[src/pkg/lal_pkg.sv]
`default_nettype none
package lal_pkg;
	// Command/indication codes on the host time-division interface.
	localparam logic [3:0] CI_ACTIVATION_REQUEST = 4'h8;
	localparam logic [3:0] CI_FULL_ACTIVE_REPORT = 4'hc;
	localparam logic [3:0] CI_U_ONLY_ACTIVE_REPORT = 4'h7;
	localparam logic [3:0] CI_U_ONLY_REQUEST = 4'h7;
	localparam logic [3:0] CI_S_CONTROL_RELEASED = 4'hf;
	localparam logic [3:0] CI_LINE_IDLE_REPORT = 4'hf;
	localparam logic [3:0] CI_DEACT_REQUEST = 4'h0;
	localparam logic [3:0] CI_LOOP1_ACTIVATE_REQ = 4'ha;
	localparam logic [3:0] CI_CHIP_INIT_CMD = 4'h4;
	// Maintenance channel zero command bytes.
	localparam logic [7:0] MSG_CLOSE_FULL_LOOP = 8'h50;
	localparam logic [7:0] MSG_B1_LOOP = 8'h51;
	localparam logic [7:0] MSG_B2_LOOP = 8'h52;
	localparam logic [7:0] MSG_OPEN_ALL_LOOPS = 8'hff;
	// Register map, byte addresses.
	localparam logic [3:0] REG_LOOP_CTRL = 4'h0;
	localparam logic [3:0] REG_STATUS = 4'h4;
	localparam logic [3:0] REG_CI_MON = 4'h8;
	// Loop control field positions.
	localparam int CTRL_LOOP1 = 0;
	localparam int CTRL_FULL = 1;
	localparam int CTRL_B1 = 2;
	localparam int CTRL_B2 = 3;
	localparam int CTRL_OPEN_ALL = 4;
	localparam logic [7:0] RESET_BYTE = 8'h00;
	// Controller states.
	typedef enum logic [2:0] {
		ST_DEACT, ST_U_ONLY, ST_PEND_PERMIT, ST_WAIT_TE,
		ST_REPORT_UAI, ST_FULL, ST_S_DEACT, ST_LOOP1
	} lal_state_t;
	// Latched far-end loop requests.
	typedef struct packed {
		logic full;
		logic b1;
		logic b2;
	} lal_loop2_t;
	// One frame of user data, B and D channels travel together.
	typedef struct packed {
		logic [7:0] b1;
		logic [7:0] b2;
		logic [1:0] d;
	} lal_frame_t;
endpackage
`default_nettype wire

[src/hdl/lal_ci_sampler.sv]
`timescale 1ns/10ps
`default_nettype none
module lal_ci_sampler
	import lal_pkg::*;
(
	// Clock and reset.
	input wire logic clock,
	input wire logic rst_n,
	// Host frame and raw code.
	input wire logic frameStrobe,
	input wire logic [3:0] ciIn,
	// Sampled code.
	output logic [3:0] ciCode,
	output logic ciNew
);
	logic [3:0] code_q, code_d;
	logic new_q, new_d;

	// Code is taken once per frame; a differing code is flagged as new.
	always_comb
	begin
		code_d = code_q;
		new_d = 1'b0;
		if (frameStrobe)
		begin
			code_d = ciIn;
			new_d = (ciIn != code_q);
		end
	end

	// Reset value matches an idle line so nothing looks new at start.
	always_ff @(posedge clock or negedge rst_n)
	begin
		if (!rst_n)
		begin
			code_q <= CI_LINE_IDLE_REPORT;
			new_q <= 1'b0;
		end
		else
		begin
			code_q <= code_d;
			new_q <= new_d;
		end
	end

	assign ciCode = code_q;
	assign ciNew = new_q;
endmodule
`default_nettype wire

[src/hdl/lal_loop_path.sv]
`timescale 1ns/10ps
`default_nettype none
module lal_loop_path
	import lal_pkg::*;
(
	// Clock and reset.
	input wire logic clock,
	input wire logic rst_n,
	// Control.
	input wire logic loop1Closed,
	// Data.
	input wire lal_frame_t dsData,
	input wire lal_frame_t rxLine,
	output lal_frame_t txLine,
	output lal_frame_t usData
);
	lal_frame_t tx_q, tx_d, us_q, us_d;

	// Both channels share one register stage, so B and D see equal delay.
	always_comb
	begin
		tx_d = dsData;
		us_d = loop1Closed ? tx_q : rxLine;
	end

	always_ff @(posedge clock or negedge rst_n)
	begin
		if (!rst_n)
		begin
			tx_q <= '0;
			us_q <= '0;
		end
		else
		begin
			tx_q <= tx_d;
			us_q <= us_d;
		end
	end

	assign txLine = tx_q;
	assign usData = us_q;
endmodule
`default_nettype wire

[src/hdl/lal_line_ctrl.sv]
// Contract
// Terminal INFO 1 with U active raises remote activity; treat as terminal request.
// Terminal request with U active: report activation request code 1000.
// Exchange keeping control must answer with activation request before proceeding.
// With control released, terminal activation completes without exchange confirmation.
// Terminal active: report 0111, then 1100; exchange applies 1100.
// Exchange clears S-enable by applying 0111 instead of 1100.
// S-only deactivation keeps U active; report 0111 once S is down.
// Every loopback is transparent; looped bits also continue onward.
// B and D channel data have equal delay in every loopback.
// Loopbacks are also controllable directly through the register set.
// Loop 1 closes nearest the line with 6 dB receive attenuation active.
// Loop 1 keeps transmitting, ignores receive pins, stays line-active.
// Loop 1 wanted: exchange resets, then holds code 1010 continuously.
// Exchange opens loop 1 by soft reset command or reset pin.
// Exchange requests loop 2 variants with maintenance channel zero commands.
// Loop 2 requests latch; B1 and B2 together; open-all clears them.
// Downstream data passes transparently whatever loop 2 variants are closed.
// Close complete loop is byte 50h, open all is byte FFh.
// Command input sampled once per host frame; a change is a new command.
//
// The strobed register port and the register addresses were chosen for this implementation.
`timescale 1ns/10ps
`default_nettype none
module lal_line_ctrl
	import lal_pkg::*;
(
	// Clock and reset.
	input wire logic clock,
	input wire logic rst_n,
	// Host command/indication channel.
	input wire logic frameStrobe,
	input wire logic [3:0] ciIn,
	output logic [3:0] ciOut,
	// Host maintenance channel zero.
	input wire logic monValid,
	input wire logic [7:0] monByte,
	// Line status.
	input wire logic uActive,
	input wire logic sActivityFlag,
	input wire logic terminalActive,
	// Line control.
	output logic sEnableBit,
	output logic rxAtten6db,
	output logic loop1Closed,
	output lal_loop2_t loop2Req,
	// User data.
	input wire lal_frame_t dsData,
	input wire lal_frame_t rxLine,
	output lal_frame_t txLine,
	output lal_frame_t usData,
	// Register port.
	input wire logic [3:0] regAddr,
	input wire logic [7:0] regWdata,
	input wire logic regWrite,
	input wire logic regRead,
	output logic [7:0] regRdata
);
	logic [3:0] ciCode;
	logic ciNew;
	lal_state_t state_q, state_d;
	logic released_q, released_d;
	logic [3:0] ciOut_q, ciOut_d;
	logic sEn_q, sEn_d;
	lal_loop2_t loop2_q, loop2_d;
	logic forceLoop1_q, forceLoop1_d;
	logic [7:0] rdata_q, rdata_d;
	logic initCmd, ctrlWr;

	////////////////////////////////////////////////////////////////////////
	// Submodules.

	lal_ci_sampler u_sampler (
		.clock(clock),
		.rst_n(rst_n),
		.frameStrobe(frameStrobe),
		.ciIn(ciIn),
		.ciCode(ciCode),
		.ciNew(ciNew)
	);

	lal_loop_path u_path (
		.clock(clock),
		.rst_n(rst_n),
		.loop1Closed(loop1Closed),
		.dsData(dsData),
		.rxLine(rxLine),
		.txLine(txLine),
		.usData(usData)
	);

	////////////////////////////////////////////////////////////////////////
	// Activation state machine.

	// The soft reset acts once it is sampled at a frame strobe as a new code, from any state.
	assign initCmd = ciNew && (ciCode == CI_CHIP_INIT_CMD);

	// Most commands act only on a new code; the U-only request in ST_DEACT, the permit in ST_PEND_PERMIT
	// and the loop request act on the held code, the loop request staying applied to keep the loop closed.
	always_comb
	begin
		state_d = state_q;
		released_d = released_q;
		ciOut_d = ciOut_q;
		sEn_d = sEn_q;
		case (state_q)
			ST_DEACT:
			begin
				ciOut_d = CI_LINE_IDLE_REPORT;
				sEn_d = 1'b0;
				released_d = 1'b0;
				if (ciCode == CI_LOOP1_ACTIVATE_REQ || forceLoop1_q)
					state_d = ST_LOOP1;
				else if (ciCode == CI_U_ONLY_REQUEST && uActive)
					state_d = ST_U_ONLY;
			end
			ST_U_ONLY:
			begin
				ciOut_d = CI_U_ONLY_ACTIVE_REPORT;
				sEn_d = 1'b0;
				if (ciNew && ciCode == CI_S_CONTROL_RELEASED)
					released_d = 1'b1;
				else if (ciNew && ciCode == CI_U_ONLY_REQUEST)
					released_d = 1'b0;
				if (ciNew && ciCode == CI_DEACT_REQUEST)
					state_d = ST_DEACT;
				else if (ciNew && ciCode == CI_ACTIVATION_REQUEST)
					state_d = ST_WAIT_TE;
				else if (sActivityFlag && uActive)
					state_d = released_q ? ST_WAIT_TE : ST_PEND_PERMIT;
			end
			ST_PEND_PERMIT:
			begin
				ciOut_d = CI_ACTIVATION_REQUEST;
				if (ciNew && ciCode == CI_DEACT_REQUEST)
					state_d = ST_DEACT;
				else if (ciCode == CI_ACTIVATION_REQUEST)
					state_d = ST_WAIT_TE;
			end
			ST_WAIT_TE:
			begin
				ciOut_d = CI_ACTIVATION_REQUEST;
				sEn_d = 1'b1;
				if (ciNew && ciCode == CI_DEACT_REQUEST)
					state_d = ST_DEACT;
				else if (terminalActive)
					state_d = ST_REPORT_UAI;
			end
			ST_REPORT_UAI:
			begin
				ciOut_d = CI_U_ONLY_ACTIVE_REPORT;
				if (frameStrobe)
					state_d = ST_FULL;
			end
			ST_FULL:
			begin
				ciOut_d = CI_FULL_ACTIVE_REPORT;
				sEn_d = 1'b1;
				if (ciNew && ciCode == CI_DEACT_REQUEST)
					state_d = ST_DEACT;
				else if (ciNew && ciCode == CI_U_ONLY_REQUEST)
				begin
					sEn_d = 1'b0;
					released_d = 1'b0;
					state_d = ST_S_DEACT;
				end
			end
			ST_S_DEACT:
			begin
				// U stays up; the report waits until the terminal has gone.
				sEn_d = 1'b0;
				if (!terminalActive)
					state_d = ST_U_ONLY;
			end
			ST_LOOP1:
			begin
				ciOut_d = CI_FULL_ACTIVE_REPORT;
				sEn_d = 1'b0;
				if (ciCode != CI_LOOP1_ACTIVATE_REQ && !forceLoop1_q)
					state_d = ST_DEACT;
			end
			default:
			begin
				state_d = ST_DEACT;
			end
		endcase
		if (initCmd)
		begin
			state_d = ST_DEACT;
			sEn_d = 1'b0;
			released_d = 1'b0;
		end
	end

	always_ff @(posedge clock or negedge rst_n)
	begin
		if (!rst_n)
		begin
			state_q <= ST_DEACT;
			released_q <= 1'b0;
			ciOut_q <= CI_LINE_IDLE_REPORT;
			sEn_q <= 1'b0;
		end
		else
		begin
			state_q <= state_d;
			released_q <= released_d;
			ciOut_q <= ciOut_d;
			sEn_q <= sEn_d;
		end
	end

	assign ciOut = ciOut_q;
	assign sEnableBit = sEn_q;
	assign loop1Closed = (state_q == ST_LOOP1);
	assign rxAtten6db = loop1Closed;

	////////////////////////////////////////////////////////////////////////
	// Loop 2 latches and direct register control.

	assign ctrlWr = regWrite && (regAddr == REG_LOOP_CTRL);

	// Sets win over the open-all clear when both land in one cycle.
	always_comb
	begin
		loop2_d = loop2_q;
		forceLoop1_d = forceLoop1_q;
		if ((monValid && monByte == MSG_OPEN_ALL_LOOPS) || initCmd)
			loop2_d = '0;
		if (ctrlWr && regWdata[CTRL_OPEN_ALL])
			loop2_d = '0;
		if (monValid && monByte == MSG_CLOSE_FULL_LOOP)
			loop2_d.full = 1'b1;
		if (monValid && monByte == MSG_B1_LOOP)
			loop2_d.b1 = 1'b1;
		if (monValid && monByte == MSG_B2_LOOP)
			loop2_d.b2 = 1'b1;
		if (ctrlWr)
		begin
			loop2_d.full = loop2_d.full | regWdata[CTRL_FULL];
			loop2_d.b1 = loop2_d.b1 | regWdata[CTRL_B1];
			loop2_d.b2 = loop2_d.b2 | regWdata[CTRL_B2];
			forceLoop1_d = regWdata[CTRL_LOOP1];
		end
		if (initCmd)
			forceLoop1_d = 1'b0;
	end

	always_ff @(posedge clock or negedge rst_n)
	begin
		if (!rst_n)
		begin
			loop2_q <= '0;
			forceLoop1_q <= 1'b0;
		end
		else
		begin
			loop2_q <= loop2_d;
			forceLoop1_q <= forceLoop1_d;
		end
	end

	assign loop2Req = loop2_q;

	////////////////////////////////////////////////////////////////////////
	// Register read port; data stands one cycle after the strobe only.

	always_comb
	begin
		rdata_d = RESET_BYTE;
		if (regRead)
		begin
			case (regAddr)
				REG_LOOP_CTRL:
					rdata_d = {4'h0, loop2_q.b2, loop2_q.b1, loop2_q.full, forceLoop1_q};
				REG_STATUS:
					rdata_d = {2'h0, loop1Closed, released_q, sEn_q, 3'(state_q)};
				REG_CI_MON:
					rdata_d = {ciOut_q, ciCode};
				default:
					rdata_d = RESET_BYTE;
			endcase
		end
	end

	always_ff @(posedge clock or negedge rst_n)
	begin
		if (!rst_n)
			rdata_q <= RESET_BYTE;
		else
			rdata_q <= rdata_d;
	end

	assign regRdata = rdata_q;
endmodule
`default_nettype wire

[config.mk]
export PLATFORM = sky130hd
export DESIGN_NAME = lal_line_ctrl
export DESIGN_NICKNAME = d
export VERILOG_FILES = /design/src/pkg/lal_pkg.sv /design/src/hdl/lal_ci_sampler.sv /design/src/hdl/lal_loop_path.sv /design/src/hdl/lal_line_ctrl.sv
export SDC_FILE = /design/constraint.sdc
export NUM_CORES = 1
export LEC_CHECK = 0
export BUFFER_PORTS_ARGS = -buffer_cell sky130_fd_sc_hd__buf_2
export CAP_MARGIN = 20
export CORE_MARGIN = 8
export CORE_UTILIZATION = 50
export DETAILED_ROUTE_END_ITERATION = 10
export HOLD_SLACK_MARGIN = 0.05
export PLACE_DENSITY = 0.84
export SLEW_MARGIN = 40
export SYNTH_ARGS = -nofsm -noshare
export SYNTH_HDL_FRONTEND = slang
export SYNTH_SLANG_ARGS = --single-unit
[constraint.sdc]
create_clock -name clock -period 3.94 [get_ports clock]
set_clock_uncertainty 0.05 [all_clocks]
set_input_delay 0.788 -clock clock [delete_from_list [all_inputs] [get_ports clock]]
set_output_delay 0.788 -clock clock [all_outputs]
set_load 0.03 [all_outputs]
==> results of run 1 <==
==> metrics by stage <==
step                      worst slack [ns]  instances  power [mW]  util [%]
after floorplan                      1.683        219       1.430         -
after global placement               1.417        393       1.577     63.30
after detailed placement             1.415        393       1.598     63.30
after CTS                            1.043        409       2.219     67.61
after global routing                0.9242        409       2.313     67.61
final                                1.041        409       2.197     67.61
==> path summary, 6_finish.rpt <==
path | startpoint | end | slack (ns) | cells after the start
setup / recovery | state_q[2] | loop1Closed | 1.04 | 2
setup reg to reg | state_q[2] | state_q[0] | 1.59 | 5
hold / removal | ciOut[3] | ciOut[3] | 0.44 | 2
hold reg to reg | ciOut[3] | ciOut[3] | 0.44 | 2
min in group asynchronous | rst_n | u_path.usData[11] | 0.53 | 2
max in group asynchronous | rst_n | u_sampler.ciNew | 2.81 | 2
==> layout make-up <==
type | count | area, um^2 | share of cell area [%]
clock inverters | 7 | 98.84 | 2.826
multi-input cells | 136 | 1026 | 29.34
well taps | 70 | 87.58 | 2.504
clock buffers | 9 | 123.9 | 3.542
flip-flops and latches | 61 | 1535 | 43.90
repair buffers | 120 | 603.1 | 17.25
inverters | 6 | 22.52 | 0.6440
==> per-layer routing <==
| layer | vias up | GRT usage (%) | part of all wire, % |
|---|---|---|---|
| met1 | 1007 | 19.67 | 39 |
| met3 | 11 | 4.688 | 11 |
| met4 | 0 | 9.063 | 1.7 |
| met2 | 109 | 28.01 | 47 |
| met5 | - | 0 | 0 |
| li1 | 1014 | - | - |
==> kinds of logic after synthesis <==
kind of cell,count (synthesis),synth area share (%)
buf+inv,22,5.144
xor+xnor,6,1.946
mux,29,11.91
flops,61,56.86
simple gates,63,13.07
compound gates,38,11.08
==> sequential cells by signal (all words and copies together), names as in the netlist, 3 cells and up <==
signal            flops
state_q               3
u_sampler.ciCode      4
ciOut                 3
loop2Req              3
u_path.txLine        18
u_path.usData        18
regRdata              8
==> critical path, cell delays in order (launching register included) <==
cell	delay (ns)
dfrtp_1	0.79
and3_2	0.63
buf_2	0.29
==> layout by cell type (no fill, tap or decap), drive strengths merged, types with 2 or more instances in the layout <==
| cell | netlist | routed |
|---|---|---|
| o21ai | 4 | 4 |
| or4b | 2 | 2 |
| mux2i | 7 | 7 |
| and2 | 2 | 2 |
| a22oi | 2 | 2 |
| xor2 | 5 | 5 |
| nor4 | 2 | 2 |
| nand2 | 15 | 15 |
| mux2 | 22 | 22 |
| o211ai | 3 | 3 |
| clkinv | 0 | 3 |
| nor2b | 3 | 3 |
| nor2 | 18 | 18 |
| o22ai | 3 | 3 |
| nor3 | 4 | 4 |
| or3 | 2 | 2 |
| nand3b | 3 | 3 |
| dfrtp | 54 | 54 |
| buf | 9 | 120 |
| nand3 | 3 | 3 |
| a2bb2oi | 2 | 2 |
| a21boi | 2 | 2 |
| bufinv | 0 | 2 |
| and3 | 2 | 2 |
| inv | 6 | 7 |
| a31oi | 2 | 2 |
| a32oi | 2 | 2 |
| clkbuf | 7 | 9 |
| dfstp | 7 | 7 |
| a21oi | 7 | 7 |
| nand4 | 2 | 2 |
==> where the power goes <==
part	leakage (nW)	total (mW)	switching, mW	internal [mW]
Sequential	0.730	0.867	0.128	0.739
Clock	0.110	0.613	0.254	0.359
Combinational	0.866	0.717	0.414	0.303
Total	1.71	2.20	0.796	1.40
==> impl_results.md, run 1 <==
* Outcome: complete, no violations
* WL/cell at 16.12 um
* DRT antenna net count at 0
* Post-CTS sizing at 0
* Clk root buf: clkbuf_8
* Buffers on Ports at 119
* Final TNS setup at 0 ns
* N_diodes at 0
* Pwr Density at 628.2 nW/um^2
* Clock Latency Late Sink at 0.34 ns
* Crit Path Class: reg2out
* DRC Markers at 0
* Top-count cell post-synth: dfrtp_1
* Placed inst area at 3274 um^2
* Vias in the first global route at 2215
* Syn nets at 288
* Post-CTS Setup Bufs at 0
* Main flop type after synthesis: dfrtp_1
* Max cap viols at 0
* Final net count at 403
* First-pass DRT Iterations at 4
* Layout cells sized above 1 at 51.92%
* Syn Area/Cell at 12.33 um^2
* Iter 0 DRT Violations at 71
* Clk buf depth at 2
* Initial Util at 52.20%
* Placeable Area at 5172 um^2
* Period utilization at 73.59%
* YS warnings at 0
* Sequential fraction of the synthesis area at 56.86%
* Final wirelength at 6593 um
* Post-layout instance area at 3497 um^2
* FP Rows at 26
* Vias at 2141
* Total GRT Usage at 17.00%
* Width of the chip at 89.49 um
* Die area at 8008 um^2
* Slew headroom at 51.21%
* Startpoint Class: flip-flop
* H-tree depth at 3
* Worst slew pin tran at 0.7318 ns
* Synth top cells by count: dfrtp_1 (54), mux2_2 (21), nor2_1 (18), nand2_1 (15)
* Synth area leaders: dfrtp_1 (50%), mux2_2 (8.8%), dfstp_2 (6.8%)
* Arrival @ worst endpoint at 2.06 ns
* Distinct cells, synth at 56
* First-pass GRT wire length at 10360 um
* RSZ-0062 raised after global routing: no
* Worst hold margin at 0.4430 ns
* Sink Count at 61
* Io pins at 123
* Worst-path clk slew at 0.08 ns
* Synth area leader: dfrtp_1
* Synth async-reset ratio at 100.0%
* Minimum clock period at 2.899 ns
* Layout fillers at 400
* Post-synth EDFFs at 0
* CTS tree: yes
* Fmax achieved at 344.9 MHz
* Area share of the leading cell type in the synthesized netlist at 50.05%
* Final hold viol count at 0
* LEAKAGE at 1.706 nW
* Setup-failing EPs final at 0
* Synth Cell Area at 2700 um^2
* Largest net degree at the start of global routing at 62
* Worst Path Required at 3.10 ns
* Setup crit end kind: output pin
* Die Y at 89.49 um
* Grt ovf at 0
* Post-DP HPWL at 4990 um
* Crit path max fanout at 23
* Syn Inst Count at 219
* FF+latch count, synth at 61
* Hold crit path type: reg2reg
* Initial antenna violation count at 0
* Vias per std cell at 5.235
* Clock buffer count from CTS at 9
* # hold bufs at CTS at 0
* Final Max Slew Viols at 0
* GP Congestion at 0.8334
* Area delta synth->final at 29.52%
* Peak supply drop at 0.0002790 V
Note: power is estimated with default switching activity, not from simulation.
==> run 2: changes to the inputs <==
--- a/config.mk
+++ b/config.mk
@@ -8,10 +8,10 @@
 export BUFFER_PORTS_ARGS = -buffer_cell sky130_fd_sc_hd__buf_2
 export CAP_MARGIN = 20
 export CORE_MARGIN = 8
-export CORE_UTILIZATION = 50
+export CORE_UTILIZATION = 42
 export DETAILED_ROUTE_END_ITERATION = 10
 export HOLD_SLACK_MARGIN = 0.05
-export PLACE_DENSITY = 0.84
+export PLACE_DENSITY = 0.76
 export SLEW_MARGIN = 40
 export SYNTH_ARGS = -nofsm -noshare
 export SYNTH_HDL_FRONTEND = slang
==> constraint.sdc (replaced) <==
create_clock -name clock -period 2.5 [get_ports clock]
set_clock_uncertainty 0.05 [all_clocks]
set_input_delay 0.5 -clock clock [delete_from_list [all_inputs] [get_ports clock]]
set_output_delay 0.5 -clock clock [all_outputs]
set_load 0.03 [all_outputs]
==> run 2 against run 1 <==
Against the previous run: core utilization down 11 points; count of clock-buffer cells in the layout up 2; non-clock buffer count up 5; largest cell class unchanged; sequential share of layout area down 0.76 points; setup slack worse by 0.84 ns; critical path depth up 3.
==> impl_results.md, run 2 (synthesis gave the netlist of run 1 again) <==
* Post-DP HPWL at 5207 um (+4.3%)
* Final net count at 408 (+1.2%)
* Post-CTS Setup Bufs at 0 (unchanged)
* RSZ-0062 raised after global routing: no
* Pwr Density at 989.3 nW/um^2 (+57%)
* Total GRT Usage at 15.37% (-1.6 points)
* First-pass GRT wire length at 10810 um (+4.3%)
* Vias per std cell at 5.107 (-2.4%)
* LEAKAGE at 1.732 nW (+1.5%)
* Multi-input logic area at 1026 um^2 (unchanged)
* GP Congestion at 0.8482 (+1.8%)
* Post-layout instance area at 3558 um^2 (+1.8%)
* Clock buffer count from CTS at 9 (unchanged)
* DRC Markers at 0 (unchanged)
* Clk buf depth at 2 (unchanged)
* Die Y at 96.18 um (+7.5%)
* CTS tree: yes
* N_diodes at 0 (unchanged)
* WL/cell at 16.16 um (+0.24%)
* Post-CTS sizing at 0 (unchanged)
* FP Rows at 29 (+12%)
* Layout cells sized above 1 at 52.33% (+0.41 points)
* Register area at 1535 um^2 (unchanged)
* Die area at 9251 um^2 (+16%)
* Worst slew pin tran at 0.6711 ns (-0.06069 ns)
* Most frequent cells in the layout: buf_2 (119), dfrtp_1 (54), mux2_2 (21), nor2_1 (18), nand2_1 (15)
* Arrival @ worst endpoint at 2.47 ns (+0.41 ns)
* Final Max Slew Viols at 0 (unchanged)
* Grt ovf at 0 (unchanged)
* Period utilization at 92.09%
* Clk root buf: clkbuf_8
* Crit path max fanout at 11 (-52%)
* Post-route insts no fill at 421 (+2.9%)
* H-tree depth at 3 (unchanged)
* Final TNS setup at 0 ns (unchanged)
* Vias in the first global route at 2212 (-0.14%)
* Layout fillers at 548 (+37%)
* Max cap viols at 0 (unchanged)
* Final hold viol count at 0 (unchanged)
* Hold crit path type: in2async
* Commonest non-fill, non-tap cell in the layout: buf_2
* Slew headroom at 55.26% (+4.0 points)
* Iter 0 DRT Violations at 114 (+61%)
* Sink Count at 61 (unchanged)
* Initial Util at 43.01% (-9.2 points)
* Worst Path Required at 2.67 ns (-0.43 ns)
* Minimum clock period at 2.302 ns
* Outcome: complete, no violations
* Io pins at 123 (unchanged)
* Initial antenna violation count at 0 (unchanged)
* DRT antenna net count at 0 (unchanged)
* Width of the chip at 96.18 um (+7.5%)
* # hold bufs at CTS at 0 (unchanged)
* Area delta synth->final at 31.79%
* Final wirelength at 6803 um (+3.2%)
* Largest net degree at the start of global routing at 34 (-45%)
* Placeable Area at 6277 um^2 (+21%)
* Peak supply drop at 0.0004847 V (+74%)
* Fmax achieved at 434.4 MHz
* Crit Path Class: reg2reg
* First-pass DRT Iterations at 4 (unchanged)
* Setup-failing EPs final at 0 (unchanged)
* Final Worst Setup Slack at 0.1978 ns (-0.8430 ns)
* Setup crit end kind: flip-flop
* Startpoint Class: flip-flop
* Vias at 2150 (+0.42%)
* Placed instance count at 405 (+3.1%)
* Worst-path clk slew at 0.07 ns (about the same)
* Buffers on Ports at 119 (unchanged)
* Placed inst area at 3333 um^2 (+1.8%)
* Clock Latency Late Sink at 0.33 ns (about the same)
* Pre-CTS setup slack at 0.2153 ns (-1.200 ns)
-- run 2: path summary, 6_finish.rpt --
path | slack (ns) | cells past startpoint | to | start
max | 0.20 | 5 | state_q[0] | u_sampler.ciCode[0]
min | 0.14 | 1 | u_path.usData[10] | rst_n
max reg2reg | 0.20 | 5 | state_q[0] | u_sampler.ciCode[0]
min reg2reg | 0.45 | 2 | ciOut[3] | ciOut[3]
max in group asynchronous | 1.65 | 2 | u_path.usData[7] | rst_n
min in group clock | 0.21 | 1 | u_path.txLine[9] | dsData[9]
-- run 2: area by class of cell --
| class | count | area share (%) |
|---|---|---|
| Sequential cell | 61 | 43.14 |
| Multi-Input combinational cell | 136 | 28.83 |
| Timing Repair Buffer | 125 | 18.35 |
| Clock buffer | 11 | 3.973 |
| Tap cell | 77 | 2.707 |
| Clock inverter | 5 | 2.356 |
| Inverter | 6 | 0.6329 |
-- run 2: per-stage QoR --
stage | utilization [%] | power [mW] | hold WS, ns
after detailed placement | 53.10 | 2.567 | 0.4368
after CTS | 56.69 | 3.565 | 0.1562
after global placement | 53.10 | 2.534 | 0.4270
after floorplan | - | 2.253 | 0.1544
final | 56.69 | 3.520 | 0.1429
after global routing | 56.69 | 3.720 | 0.1884
-- run 2: power by group --
group          switching (mW)  internal, mW
Sequential              0.168          1.16
Clock                   0.382         0.590
Combinational           0.703         0.512
Total                    1.25          2.27
-- run 2: routing by layer --
| layer | up-vias | GRT usage [%] | routed length [um] |
|---|---|---|---|
| met5 | - | 0 | 0 |
| met4 | 0 | 6.914 | 115 |
| met3 | 9 | 5.226 | 762 |
| met2 | 107 | 24.23 | 3180 |
| met1 | 1014 | 18.61 | 2744 |
| li1 | 1020 | - | - |
-- run 2: worst max-delay path, stage by stage (launching register included) --
cell	delay (ns)
dfstp_2	0.41
or4b_4	0.65
o211ai_1	0.24
a21boi_2	0.10
nor4_4	0.40
mux2_4	0.33
